===== src/lgr_pkg.sv =====
// lgr_pkg: constants shared by the logger identity and memory-map core
// assumes: byte-wide transfers, 8-bit page number plus 5-bit byte offset
package lgr_pkg;
    localparam int ID_W = 64;
    localparam int FAM_W = 8;
    localparam int SER_W = 36;
    localparam int RNG_W = 12;
    localparam int CRC_W = 8;
    localparam int DATA_W = FAM_W + SER_W + RNG_W;
    localparam int FAM_LSB = 0;
    localparam int SER_LSB = FAM_W;
    localparam int RNG_LSB = FAM_W + SER_W;
    localparam int CRC_LSB = DATA_W;
    localparam logic [7:0] CRC_POLY_REFL = 8'h8C;
    localparam logic [7:0] CRC_INIT = 8'h00;
    localparam int BIT_CNT_W = 7;
    localparam logic [BIT_CNT_W-1:0] BIT_DATA_LAST = 7'h37;
    localparam logic [BIT_CNT_W-1:0] BIT_ALL_LAST = 7'h3F;
    localparam logic [7:0] PG_GP_LAST = 8'h0F;
    localparam logic [7:0] PG_REG = 8'h10;
    localparam logic [7:0] PG_EXC_FIRST = 8'h11;
    localparam logic [7:0] PG_EXC_LAST = 8'h13;
    localparam logic [7:0] PG_HIST_FIRST = 8'h40;
    localparam logic [7:0] PG_HIST_LAST = 8'h43;
    localparam logic [7:0] PG_LOG_FIRST = 8'h80;
    localparam logic [7:0] PG_LOG_LAST = 8'hBF;
    localparam logic [4:0] REG_PROT_LAST = 5'h13;
    localparam logic [4:0] REG_STATUS = 5'h14;
    localparam int HIST_BINS = 63;
    localparam int HIST_BYTES = 126;
    localparam int LOG_SAMPLES = 2048;
    localparam int EXC_ENTRIES = 24;
    localparam int EXC_BYTES = 96;
    localparam logic [7:0] RATE_MIN = 8'h01;
    localparam logic [7:0] RATE_MAX = 8'hFF;
    typedef enum logic [2:0] {
        RC_READ = 3'h0, RC_MATCH = 3'h1, RC_SEARCH = 3'h2, RC_COND = 3'h3,
        RC_SKIP = 3'h4, RC_OD_SKIP = 3'h5, RC_OD_MATCH = 3'h6, RC_NONE = 3'h7
    } lgr_rom_cmd_type;
    typedef enum logic [3:0] {
        RG_GP = 4'h0, RG_REG = 4'h1, RG_EXC = 4'h2, RG_HIST = 4'h3,
        RG_LOG = 4'h4, RG_RSVD = 4'h5
    } lgr_region_type;
    function automatic logic [7:0] lgr_crc_step(input logic [7:0] crc, input logic b);
        logic fb;
        fb = crc[0] ^ b;
        lgr_crc_step = (crc >> 1) ^ (fb ? CRC_POLY_REFL : 8'h00);
    endfunction
endpackage

===== src/lgr_core.sv =====
// lgr_core: identity word, crc check, command gating, speed switch, page map
// assumes: a bit engine outside delivers decoded rom commands and byte accesses
// Operation
// - identity is family, serial, range, crc
// - crc uses x8+x5+x4+1 shift register
// - crc stages cleared before first bit
// - bits shifted lsb first, crc after 56
// - residue zero after crc bits means valid
// - every byte moves least significant bit first
// - memory commands need completed rom command
// - overdrive rom command switches to overdrive speed
// - memory pages 0-15, register page 16
// - excursion 17-19, histogram 64-67, log 128-191
// - remaining pages reserved, no storage
// - writes to memory pass through scratchpad
// - user writes to page 17+ rejected
// - mission blocks timekeeping and control writes
// - histogram 63 bins in 126 bytes
// - log 2048 samples at 1-255 minutes
// - 24 excursion entries in 96 bytes
// - first protected write ends mission, no change
`timescale 1ns/100ps
`default_nettype none
module lgr_core #(
    parameter logic [7:0] FAMILY = 8'h5A, // arbitrary value
    parameter logic [35:0] SERIAL = 36'h123456789, // arbitrary value
    parameter logic [11:0] RANGE = 12'hA5A // arbitrary value
) (
    input wire logic ref_clk, // 125 MHz clock
    input wire logic rst, // sync reset, active high
    input wire logic bus_reset, // one-cycle bus reset seen by bit engine
    input wire logic rom_done, // rom command completed successfully
    input wire lgr_pkg::lgr_rom_cmd_type rom_cmd, // which rom command
    input wire logic mem_req, // memory command access request
    input wire logic mem_wr, // access is a write
    input wire logic [12:0] mem_addr, // page and byte offset
    input wire logic mission_start, // internal control begins a mission
    input wire logic id_bit_req, // request next identity bit
    input wire logic [7:0] tx_byte, // byte to serialise
    input wire logic tx_load, // load tx byte
    input wire logic tx_shift, // advance tx serialiser
    output logic tx_bit, // current tx bit, lsb first
    output logic id_bit, // identity bit, lsb first
    output logic id_valid, // identity crc residue zero after 64 bits
    output logic [7:0] id_crc, // computed crc of lower 56 bits
    output logic overdrive, // overdrive speed active
    output logic mem_enabled, // memory commands accepted
    output logic mem_ack, // access accepted, one cycle
    output logic mem_nak, // access refused, one cycle
    output logic sp_write, // write goes to scratchpad, one cycle
    output logic reserved_hit, // access hit reserved page, one cycle
    output lgr_pkg::lgr_region_type region, // decoded region of access
    output logic mission_active, // mission in progress
    output logic mission_stop // one-cycle mission termination
);
    import lgr_pkg::*;
    // ----------------------------------------------------------------
    // identity word and crc
    // ----------------------------------------------------------------
    logic [ID_W-1:0] id_word;
    logic [BIT_CNT_W-1:0] bit_cnt_reg, bit_cnt_next;
    logic [7:0] crc_lo_reg, crc_lo_next;
    logic crc_clr, crc_zero, id_valid_reg, id_valid_next, id_bit_reg, id_bit_next;
    logic boot_reg, boot_next, built_reg, built_next;
    logic [7:0] crc_val;
    logic [FAM_W+SER_W+RNG_W-1:0] id_data;
    assign id_data = {RANGE, SERIAL, FAMILY};
    function automatic logic [7:0] crc_of(input logic [DATA_W-1:0] d);
        logic [7:0] c;
        c = CRC_INIT;
        for (int i = 0; i < DATA_W; i++) begin
            c = lgr_crc_step(c, d[i]);
        end
        crc_of = c;
    endfunction
    assign id_word = {crc_of(id_data), id_data};
    lgr_crc8 u_crc (
        .ref_clk(ref_clk),
        .rst(rst),
        .clr(crc_clr),
        .shift_en(id_bit_req),
        .bit_in(id_word[bit_cnt_reg[5:0]]),
        .crc(crc_val),
        .zero(crc_zero)
    );
    assign crc_clr = boot_reg | bus_reset | (rom_done & (rom_cmd == RC_READ));
    always_comb begin
        bit_cnt_next = bit_cnt_reg;
        crc_lo_next = crc_lo_reg;
        id_valid_next = id_valid_reg;
        id_bit_next = id_bit_reg;
        boot_next = 1'b0;
        built_next = built_reg;
        if (crc_clr) begin
            bit_cnt_next = '0;
            id_bit_next = id_word[0];
        end else if (id_bit_req) begin
            bit_cnt_next = (bit_cnt_reg == BIT_ALL_LAST) ? '0 : bit_cnt_reg + 7'h01;
            id_bit_next = id_word[bit_cnt_next[5:0]];
            if (bit_cnt_reg == BIT_DATA_LAST) begin
                crc_lo_next = lgr_crc_step(crc_val, id_word[bit_cnt_reg[5:0]]);
            end
            if (bit_cnt_reg == BIT_ALL_LAST) begin
                built_next = 1'b1;
                id_valid_next = (lgr_crc_step(crc_val, id_word[ID_W-1]) == CRC_INIT);
            end
        end
    end
    always_ff @(posedge ref_clk) begin
        if (rst) begin
            bit_cnt_reg <= '0;
            crc_lo_reg <= CRC_INIT;
            id_valid_reg <= 1'b0;
            id_bit_reg <= 1'b0;
            boot_reg <= 1'b1;
            built_reg <= 1'b0;
        end else begin
            bit_cnt_reg <= bit_cnt_next;
            crc_lo_reg <= crc_lo_next;
            id_valid_reg <= id_valid_next;
            id_bit_reg <= id_bit_next;
            boot_reg <= boot_next;
            built_reg <= built_next;
        end
    end
    assign id_bit = id_bit_reg;
    assign id_valid = id_valid_reg & built_reg;
    assign id_crc = crc_lo_reg;
    // ----------------------------------------------------------------
    // byte serialiser
    // ----------------------------------------------------------------
    logic [7:0] tx_sh_reg, tx_sh_next;
    always_comb begin
        tx_sh_next = tx_sh_reg;
        if (tx_load) begin
            tx_sh_next = tx_byte;
        end else if (tx_shift) begin
            tx_sh_next = {1'b0, tx_sh_reg[7:1]};
        end
    end
    always_ff @(posedge ref_clk) begin
        if (rst) begin
            tx_sh_reg <= 8'h00;
        end else begin
            tx_sh_reg <= tx_sh_next;
        end
    end
    assign tx_bit = tx_sh_reg[0];
    // ----------------------------------------------------------------
    // rom gating and speed
    // ----------------------------------------------------------------
    logic od_reg, od_next, mem_en_reg, mem_en_next;
    always_comb begin
        od_next = od_reg;
        mem_en_next = mem_en_reg;
        if (bus_reset) begin
            mem_en_next = 1'b0;
        end else if (rom_done && rom_cmd != RC_NONE) begin
            mem_en_next = 1'b1;
            if (!od_reg && (rom_cmd == RC_OD_SKIP || rom_cmd == RC_OD_MATCH)) begin
                od_next = 1'b1;
            end
        end
    end
    always_ff @(posedge ref_clk) begin
        if (rst) begin
            od_reg <= 1'b0;
            mem_en_reg <= 1'b0;
        end else begin
            od_reg <= od_next;
            mem_en_reg <= mem_en_next;
        end
    end
    assign overdrive = od_reg;
    assign mem_enabled = mem_en_reg;
    // ----------------------------------------------------------------
    // page decoder and write protection
    // ----------------------------------------------------------------
    function automatic lgr_region_type decode(input logic [7:0] pg);
        if (pg <= PG_GP_LAST) begin
            decode = RG_GP;
        end else if (pg == PG_REG) begin
            decode = RG_REG;
        end else if (pg >= PG_EXC_FIRST && pg <= PG_EXC_LAST) begin
            decode = RG_EXC;
        end else if (pg >= PG_HIST_FIRST && pg <= PG_HIST_LAST) begin
            decode = RG_HIST;
        end else if (pg >= PG_LOG_FIRST && pg <= PG_LOG_LAST) begin
            decode = RG_LOG;
        end else begin
            decode = RG_RSVD;
        end
    endfunction
    lgr_region_type rg_now, rg_reg, rg_next;
    logic ack_reg, ack_next, nak_reg, nak_next, spw_reg, spw_next;
    logic rsv_reg, rsv_next, mis_reg, mis_next, stop_reg, stop_next;
    logic prot;
    assign rg_now = decode(mem_addr[12:5]);
    assign prot = (rg_now == RG_REG) && (mem_addr[4:0] <= REG_PROT_LAST);
    always_comb begin
        rg_next = rg_reg;
        ack_next = 1'b0;
        nak_next = 1'b0;
        spw_next = 1'b0;
        rsv_next = 1'b0;
        stop_next = 1'b0;
        mis_next = mis_reg;
        if (mission_start) begin
            mis_next = 1'b1;
        end
        if (mem_req) begin
            rg_next = rg_now;
            rsv_next = (rg_now == RG_RSVD);
            if (!mem_en_reg) begin
                nak_next = 1'b1;
            end else if (!mem_wr) begin
                ack_next = !rsv_next;
                nak_next = rsv_next;
            end else if (rg_now != RG_GP && rg_now != RG_REG) begin
                nak_next = 1'b1;
            end else if (mis_reg && prot) begin
                nak_next = 1'b1;
                mis_next = 1'b0;
                stop_next = 1'b1;
            end else begin
                ack_next = 1'b1;
                spw_next = 1'b1;
            end
        end
    end
    always_ff @(posedge ref_clk) begin
        if (rst) begin
            rg_reg <= RG_GP;
            ack_reg <= 1'b0;
            nak_reg <= 1'b0;
            spw_reg <= 1'b0;
            rsv_reg <= 1'b0;
            mis_reg <= 1'b0;
            stop_reg <= 1'b0;
        end else begin
            rg_reg <= rg_next;
            ack_reg <= ack_next;
            nak_reg <= nak_next;
            spw_reg <= spw_next;
            rsv_reg <= rsv_next;
            mis_reg <= mis_next;
            stop_reg <= stop_next;
        end
    end
    assign region = rg_reg;
    assign mem_ack = ack_reg;
    assign mem_nak = nak_reg;
    assign sp_write = spw_reg;
    assign reserved_hit = rsv_reg;
    assign mission_active = mis_reg;
    assign mission_stop = stop_reg;
endmodule // lgr_core
`default_nettype wire


===== src/lgr_crc8.sv =====
// lgr_crc8: serial crc-8 generator, one bit per enabled cycle
// assumes: caller clears it before the first bit
`timescale 1ns/100ps
`default_nettype none
module lgr_crc8 (
    input wire logic ref_clk, // clock
    input wire logic rst, // sync reset
    input wire logic clr, // clear all stages
    input wire logic shift_en, // shift one bit in
    input wire logic bit_in, // serial bit
    output logic [7:0] crc, // register contents
    output logic zero // register is all zero
);
    import lgr_pkg::*;
    logic [7:0] crc_reg, crc_next;
    always_comb begin
        crc_next = crc_reg;
        if (clr) begin
            crc_next = CRC_INIT;
        end else if (shift_en) begin
            crc_next = lgr_crc_step(crc_reg, bit_in);
        end
    end
    always_ff @(posedge ref_clk) begin
        if (rst) begin
            crc_reg <= CRC_INIT;
        end else begin
            crc_reg <= crc_next;
        end
    end
    assign crc = crc_reg;
    assign zero = (crc_reg == CRC_INIT);
endmodule // lgr_crc8
`default_nettype wire


===== config.mk =====
export PLATFORM = sky130hd
export DESIGN_NAME = lgr_core
export DESIGN_NICKNAME = d
export VERILOG_FILES = /design/src/lgr_pkg.sv /design/src/lgr_core.sv /design/src/lgr_crc8.sv
export SDC_FILE = /design/constraint.sdc
export NUM_CORES = 1
export LEC_CHECK = 0
export BUFFER_PORTS_ARGS = -buffer_cell sky130_fd_sc_hd__buf_2
export CAP_MARGIN = 20
export CORE_ASPECT_RATIO = 2
export CORE_MARGIN = 2
export CORE_UTILIZATION = 50
export DETAILED_ROUTE_END_ITERATION = 10
export PLACE_DENSITY = 0.85
export SLEW_MARGIN = 5
export SYNTH_ARGS = -nofsm -noshare
export SYNTH_HDL_FRONTEND = slang
export SYNTH_HIERARCHICAL = 1
export SYNTH_SLANG_ARGS = --single-unit

===== constraint.sdc =====
create_clock -name ref_clk -period 2.84 [get_ports ref_clk]
set_input_delay 0.426 -clock ref_clk [delete_from_list [all_inputs] [get_ports ref_clk]]
set_output_delay 0.426 -clock ref_clk [all_outputs]
set_load 0.005 [all_outputs]

## Yosys cells after proc, flatten, opt, wreduce, memory -nomap -nowiden

Memories as Yosys holds them, arrays and structs flattened. A register that Yosys moved wholly into a read port is not among the register bits.
Cells that the tools add are included.

| word-level totals | value |
|---|---|
| logic and storage cells | 100 |
| output and inout port bits | 23 |
| bits in latches | 0 |
| memory bits (read-only) | 128 |
| input bits | 34 |
| memories kept | 2 |
| memory bits (writable) | 0 |
| register bits after elaboration | 46 |

| cells by class | value |
|---|---|
| reductions and logical operators | 24 |
| equal/unequal tests | 9 |
| muxes and demuxes | 27 |
| bitwise operators | 12 |
| add/sub/neg operators | 1 |
| div/mod/pow operators | 0 |
| $mul | 0 |
| order comparisons | 9 |
| shift operators | 0 |

Memories:

| memory | depth | bits a word | rd ports | clocked after memory_dff | wr ports | RTL line | RTL |
|---|---|---|---|---|---|---|---|
| (no name shown) | 64 | 1 | 1 | 1 | 0 | lgr_core.sv:99 | `id_bit_next = id_word[bit_cnt_next[5:0]];` |
| (no name shown) | 64 | 1 | 1 | 1 | 0 | lgr_core.sv:82 | `.bit_in(id_word[bit_cnt_reg[5:0]]),` |

Operator list:

| cell | number |
|---|---|
| 8-bit 2-to-1 mux | 4 |
| 1-bit 2-to-1 mux | 16 |
| 4-bit 2-to-1 mux | 4 |
| 7-bit by 8-bit bitwise XOR with 8-bit output | 2 |
| 7-bit by 6-bit == test with 1-bit output (second input constant) | 2 |
| 6-bit 2-to-1 mux | 2 |
| 3-bit AND reduction | 3 |
| 8-bit by 5-bit == test with 1-bit output (second input constant) | 1 |
| 8-bit by 5-bit >= comparator with 1-bit output (second input constant) | 1 |
| 8-bit by 7-bit >= comparator with 1-bit output (second input constant) | 1 |
| 8-bit >= comparator (second input constant) | 1 |
| 8-bit by 4-bit less-or-equal comparator with 1-bit output (second input constant) | 1 |
| 8-bit by 5-bit less-or-equal comparator with 1-bit output (second input constant) | 1 |
| 8-bit by 7-bit less-or-equal comparator with 1-bit output (second input constant) | 1 |
| 8-bit less-or-equal comparator (second input constant) | 1 |
| 1-bit logical AND | 8 |
| 8-bit zero test | 1 |
| 7-bit by 1-bit adder with 7-bit output (second input constant) | 1 |
| 6-bit by 7-bit less-than comparator with 1-bit output (second input constant) | 1 |
| 7-bit 2-to-1 mux | 1 |
| 3-bit == test (second input constant) | 2 |
| 2-bit OR reduction | 3 |
| 5-bit less-or-equal comparator (second input constant) | 1 |
| 1-bit inverter | 5 |
| 15 further kinds | 18 |

## Longest topological paths before layout

| logic depth | value |
|---|---|
| depth after elaboration | 15 |
| depth in mapped cells | 13 |
| gate-level depth less buffers | 12 |

## Cells and area by module

Netlist, hierarchy kept.

Modules (own cells, without submodules):

| module | cells each | seq. area each (um^2) | area an instance (um^2) | instances |
|---|---|---|---|---|
| lgr_core | 303 | 780.7 | 2431.1 | 1 |
| lgr_crc8 | 37 | 160.2 | 351.6 | 1 |

## Worst setup path before layout

Ideal clock, no wire load.

| path | value |
|---|---|
| path kind | register -> register |
| start point | register bit_cnt_reg[0] |
| end point | register with a tool-made name |
| cell stages (with the launch flop) | 14 |
| required time | 2.705 ns |
| slack | 0.088 ns |
| buffers on the path | 1 |
| clock period less this slack | 2.752 ns |
| library setup time | 0.135 ns |
| arrival | 2.617 ns |
| path through | dfxtp_1 -> clkbuf_1 -> inv_1 -> ha_1 -> mux2i_1 -> nor2_1 -> inv_1 -> ha_1 -> nand2_1 -> o22ai_1 -> a221oi_1 -> mux2i_1 -> a211oi_1 -> nor4_2 |

RTL lines:

| element | RTL line | RTL |
|---|---|---|
| from (decl) | lgr_core.sv:61 | `logic [BIT_CNT_W-1:0] bit_cnt_reg, bit_cnt_next;` |
| from (signal assigned) | lgr_core.sv:118 | `bit_cnt_reg <= bit_cnt_next;` |

==> impl_metrics.csv <==
group,metric,value,unit
floorplanning,design.die.area,6170,um2
setup_path,crit_buf_inv,1,
placed_design,placedCellCount,455,
clock_tree,cts_tree,"built",
setup_path,critPathMaxFanout,4,
run,cap_violations,0,
clock_tree,cts.htree.levels,2,
route,drt_drc_violations_left,0,
clock_tree,cts_made_buffers,5,
setup_path,crit_slowest_cell,"nor4b_1",
sta,tightest_slew,0.684,ns
floorplanning,initial_core_util,51.4,%
clock_tree,cts_sinks,47,
setup_path,worst_setup_path_start_kind,"primary input",
sta,rsz0062_at_grt,"no",
floorplanning,die_x,56.6,um
floorplanning,rows,38,
status,outcome,"finished clean",
global_route,grt_overflow,0,
logic_synthesis,synth_area,2760,um2
setup_path,cp-end-kind,"flop",
sta,fin_hold_ws,0.345,ns
route,dr_total_vias,2682,
clock_tree,path_clk_slew,0.09,ns
setup_path,critPathTopFamily,"simple AND/OR/NAND/NOR gates",
sta,max_slew_margin,54.0,%
power_and_ir_drop,power,1.27,mW
setup_path,rrSetupSlack,0.28,ns
setup_path,path_class,"primary input to flop",
route,viasPerCell,5.79,
setup_path,worstPathCellList,"buf_2 -> nor4b_1 -> or4_4 -> nor2_1 -> ha_1 -> nand2_1 -> o22ai_1 -> a221oi_2 -> mux2i_1 -> a211oi_1 -> nor4_2",
clock_tree,root_buffer,"clkbuf_8",
logic_synthesis,ys.warnings.count,6,
sta,min_period,2.60,ns
finish,fin_area,3300,um2
global_route,grt_pass1_vias,2614,
placed_design,dpl-instance-area,3200,um2
route,drt_iter0_markers,113,
finish,syn2layout_area_growth,19.5,%
floorplanning,dieHeight,109,um
placed_design,gp_congestion,0.864,
setup_path,crit_arrival,2.78,ns
finish,multi_input_area,1670,um2
finish,drive_gt1_share,24.1,%
setup_path,worstPathRequired,3.02,ns
setup_path,slowest_delay,0.61,ns
sta,skew,0.00980,ns
sta,hold_viol,0,
logic_synthesis,synth_nets,382,
global_route,grt_max_degree,31,
floorplanning,core-area,5370,um2
min_path,hp-class,"primary input to flop",
global_route,track_usage,21.8,%
finish,fillers,460,
sta,max_freq,0.384,GHz
power_and_ir_drop,ir_drop,0.000411,V
placed_design,portBuffers,53,
sta,tns,0,ns
power_and_ir_drop,p_leak,1.49,nW
finish,finalNonFillerCells,463,
finish,final_util,61.5,%
clock_tree,clkLatencyLatePin,0.31,ns
sta,worst_slack,0.237,ns
route,drt_pre_antenna_iters,4,
finish,finalNetCount,447,
logic_synthesis,synth.avg_cell_area,8.20,um2
floorplanning,num_io_pins,57,
clock_tree,post_cts_buffers,0,
finish,register_area,941,um2
global_route,grt_pass1_wl,10700,um
finish,antennaDiodeCount,0,
route,ant_nets,0,
sta,period_share,91.6,%
placed_design,dp_worst_setup_slack,-0.114,ns
placed_design,place_hpwl,5070,um
global_route,antenna_found_initial,0,
logic_synthesis,postSynthCellCount,337,
clock_tree,clockBufferDepth,2,
route,post_drt_wl_per_cell,14.0,um
power_and_ir_drop,powerDensity,383,nW/um2
sta,setup_viol,0,
sta,drv_slew,0,
route,wl,6460,um
[layout by cell type, fill, tap and decap left out, types with 4 or more instances in the layout]
master    instances
nor4_1            5
clkbuf_8          6
nor2_1           57
nand4_1           6
buf_4            27
a21oi_1          25
nor2b_1           4
nand2_1          14
buf_2            53
o21ai_0           5
o21ai_1           5
mux2i_1          27
nor3_1            8
dfxtp_1          47
and3_1            6
a211oi_1          6
xnor2_1           8
nand3_1          13
inv_1            11
ha_1             11
xor2_1            5
[power by group]
part | internal (mW) | leakage (nW) | total (mW) | switching, mW
Combinational | 0.0719 | 1.06 | 0.152 | 0.0803
Clock | 0.199 | 0.0474 | 0.431 | 0.232
Sequential | 0.674 | 0.382 | 0.683 | 0.00937
Total | 0.944 | 1.49 | 1.27 | 0.322
[final timing paths]
kind | depth (start not counted) | startpoint | endpoint
max reg2reg | 12 | bit_cnt_reg[0] | flop
min | 3 | tx_byte[6] | tx_sh_reg[6]
min reg2reg | 2 | bit_cnt_reg[6] | bit_cnt_reg[6]
max | 11 | rom_cmd[1] | flop
[metal layers]
metal	global-route usage [%]	part of all wire [%]
met1	18.0	34
met5	0	0
met3	4.15	3.7
met2	44.3	58
met4	13.8	4.4
[area by class of cell]
cell class              instances  share of cell area (%)
multi-input cells             256                    50.7
flip-flops and latches         47                    28.5
repair buffers                 80                    14.2
clock buffers                   6                    2.50
well taps                      60                    2.27
inverters                      12                    1.36
clock inverters                 2                   0.493
[timing repair]
action	4_1_cts	5_1_grt
hold buffers	0	0
resized for setup	0	1
endpoints found under the setup margin	0	1
[worst reg2reg max path, cell delays in order (launching register included)]
cell and delay [ns]:
dfxtp_1 0.43, inv_1 0.09, ha_1 0.31, mux2i_1 0.11
nor2_1 0.15, inv_1 0.09, ha_1 0.24, nand2_1 0.09
o22ai_1 0.08, a221oi_2 0.26, mux2i_1 0.11, a211oi_1 0.38
nor4_2 0.09
Power figures use the tool's default switching activity.
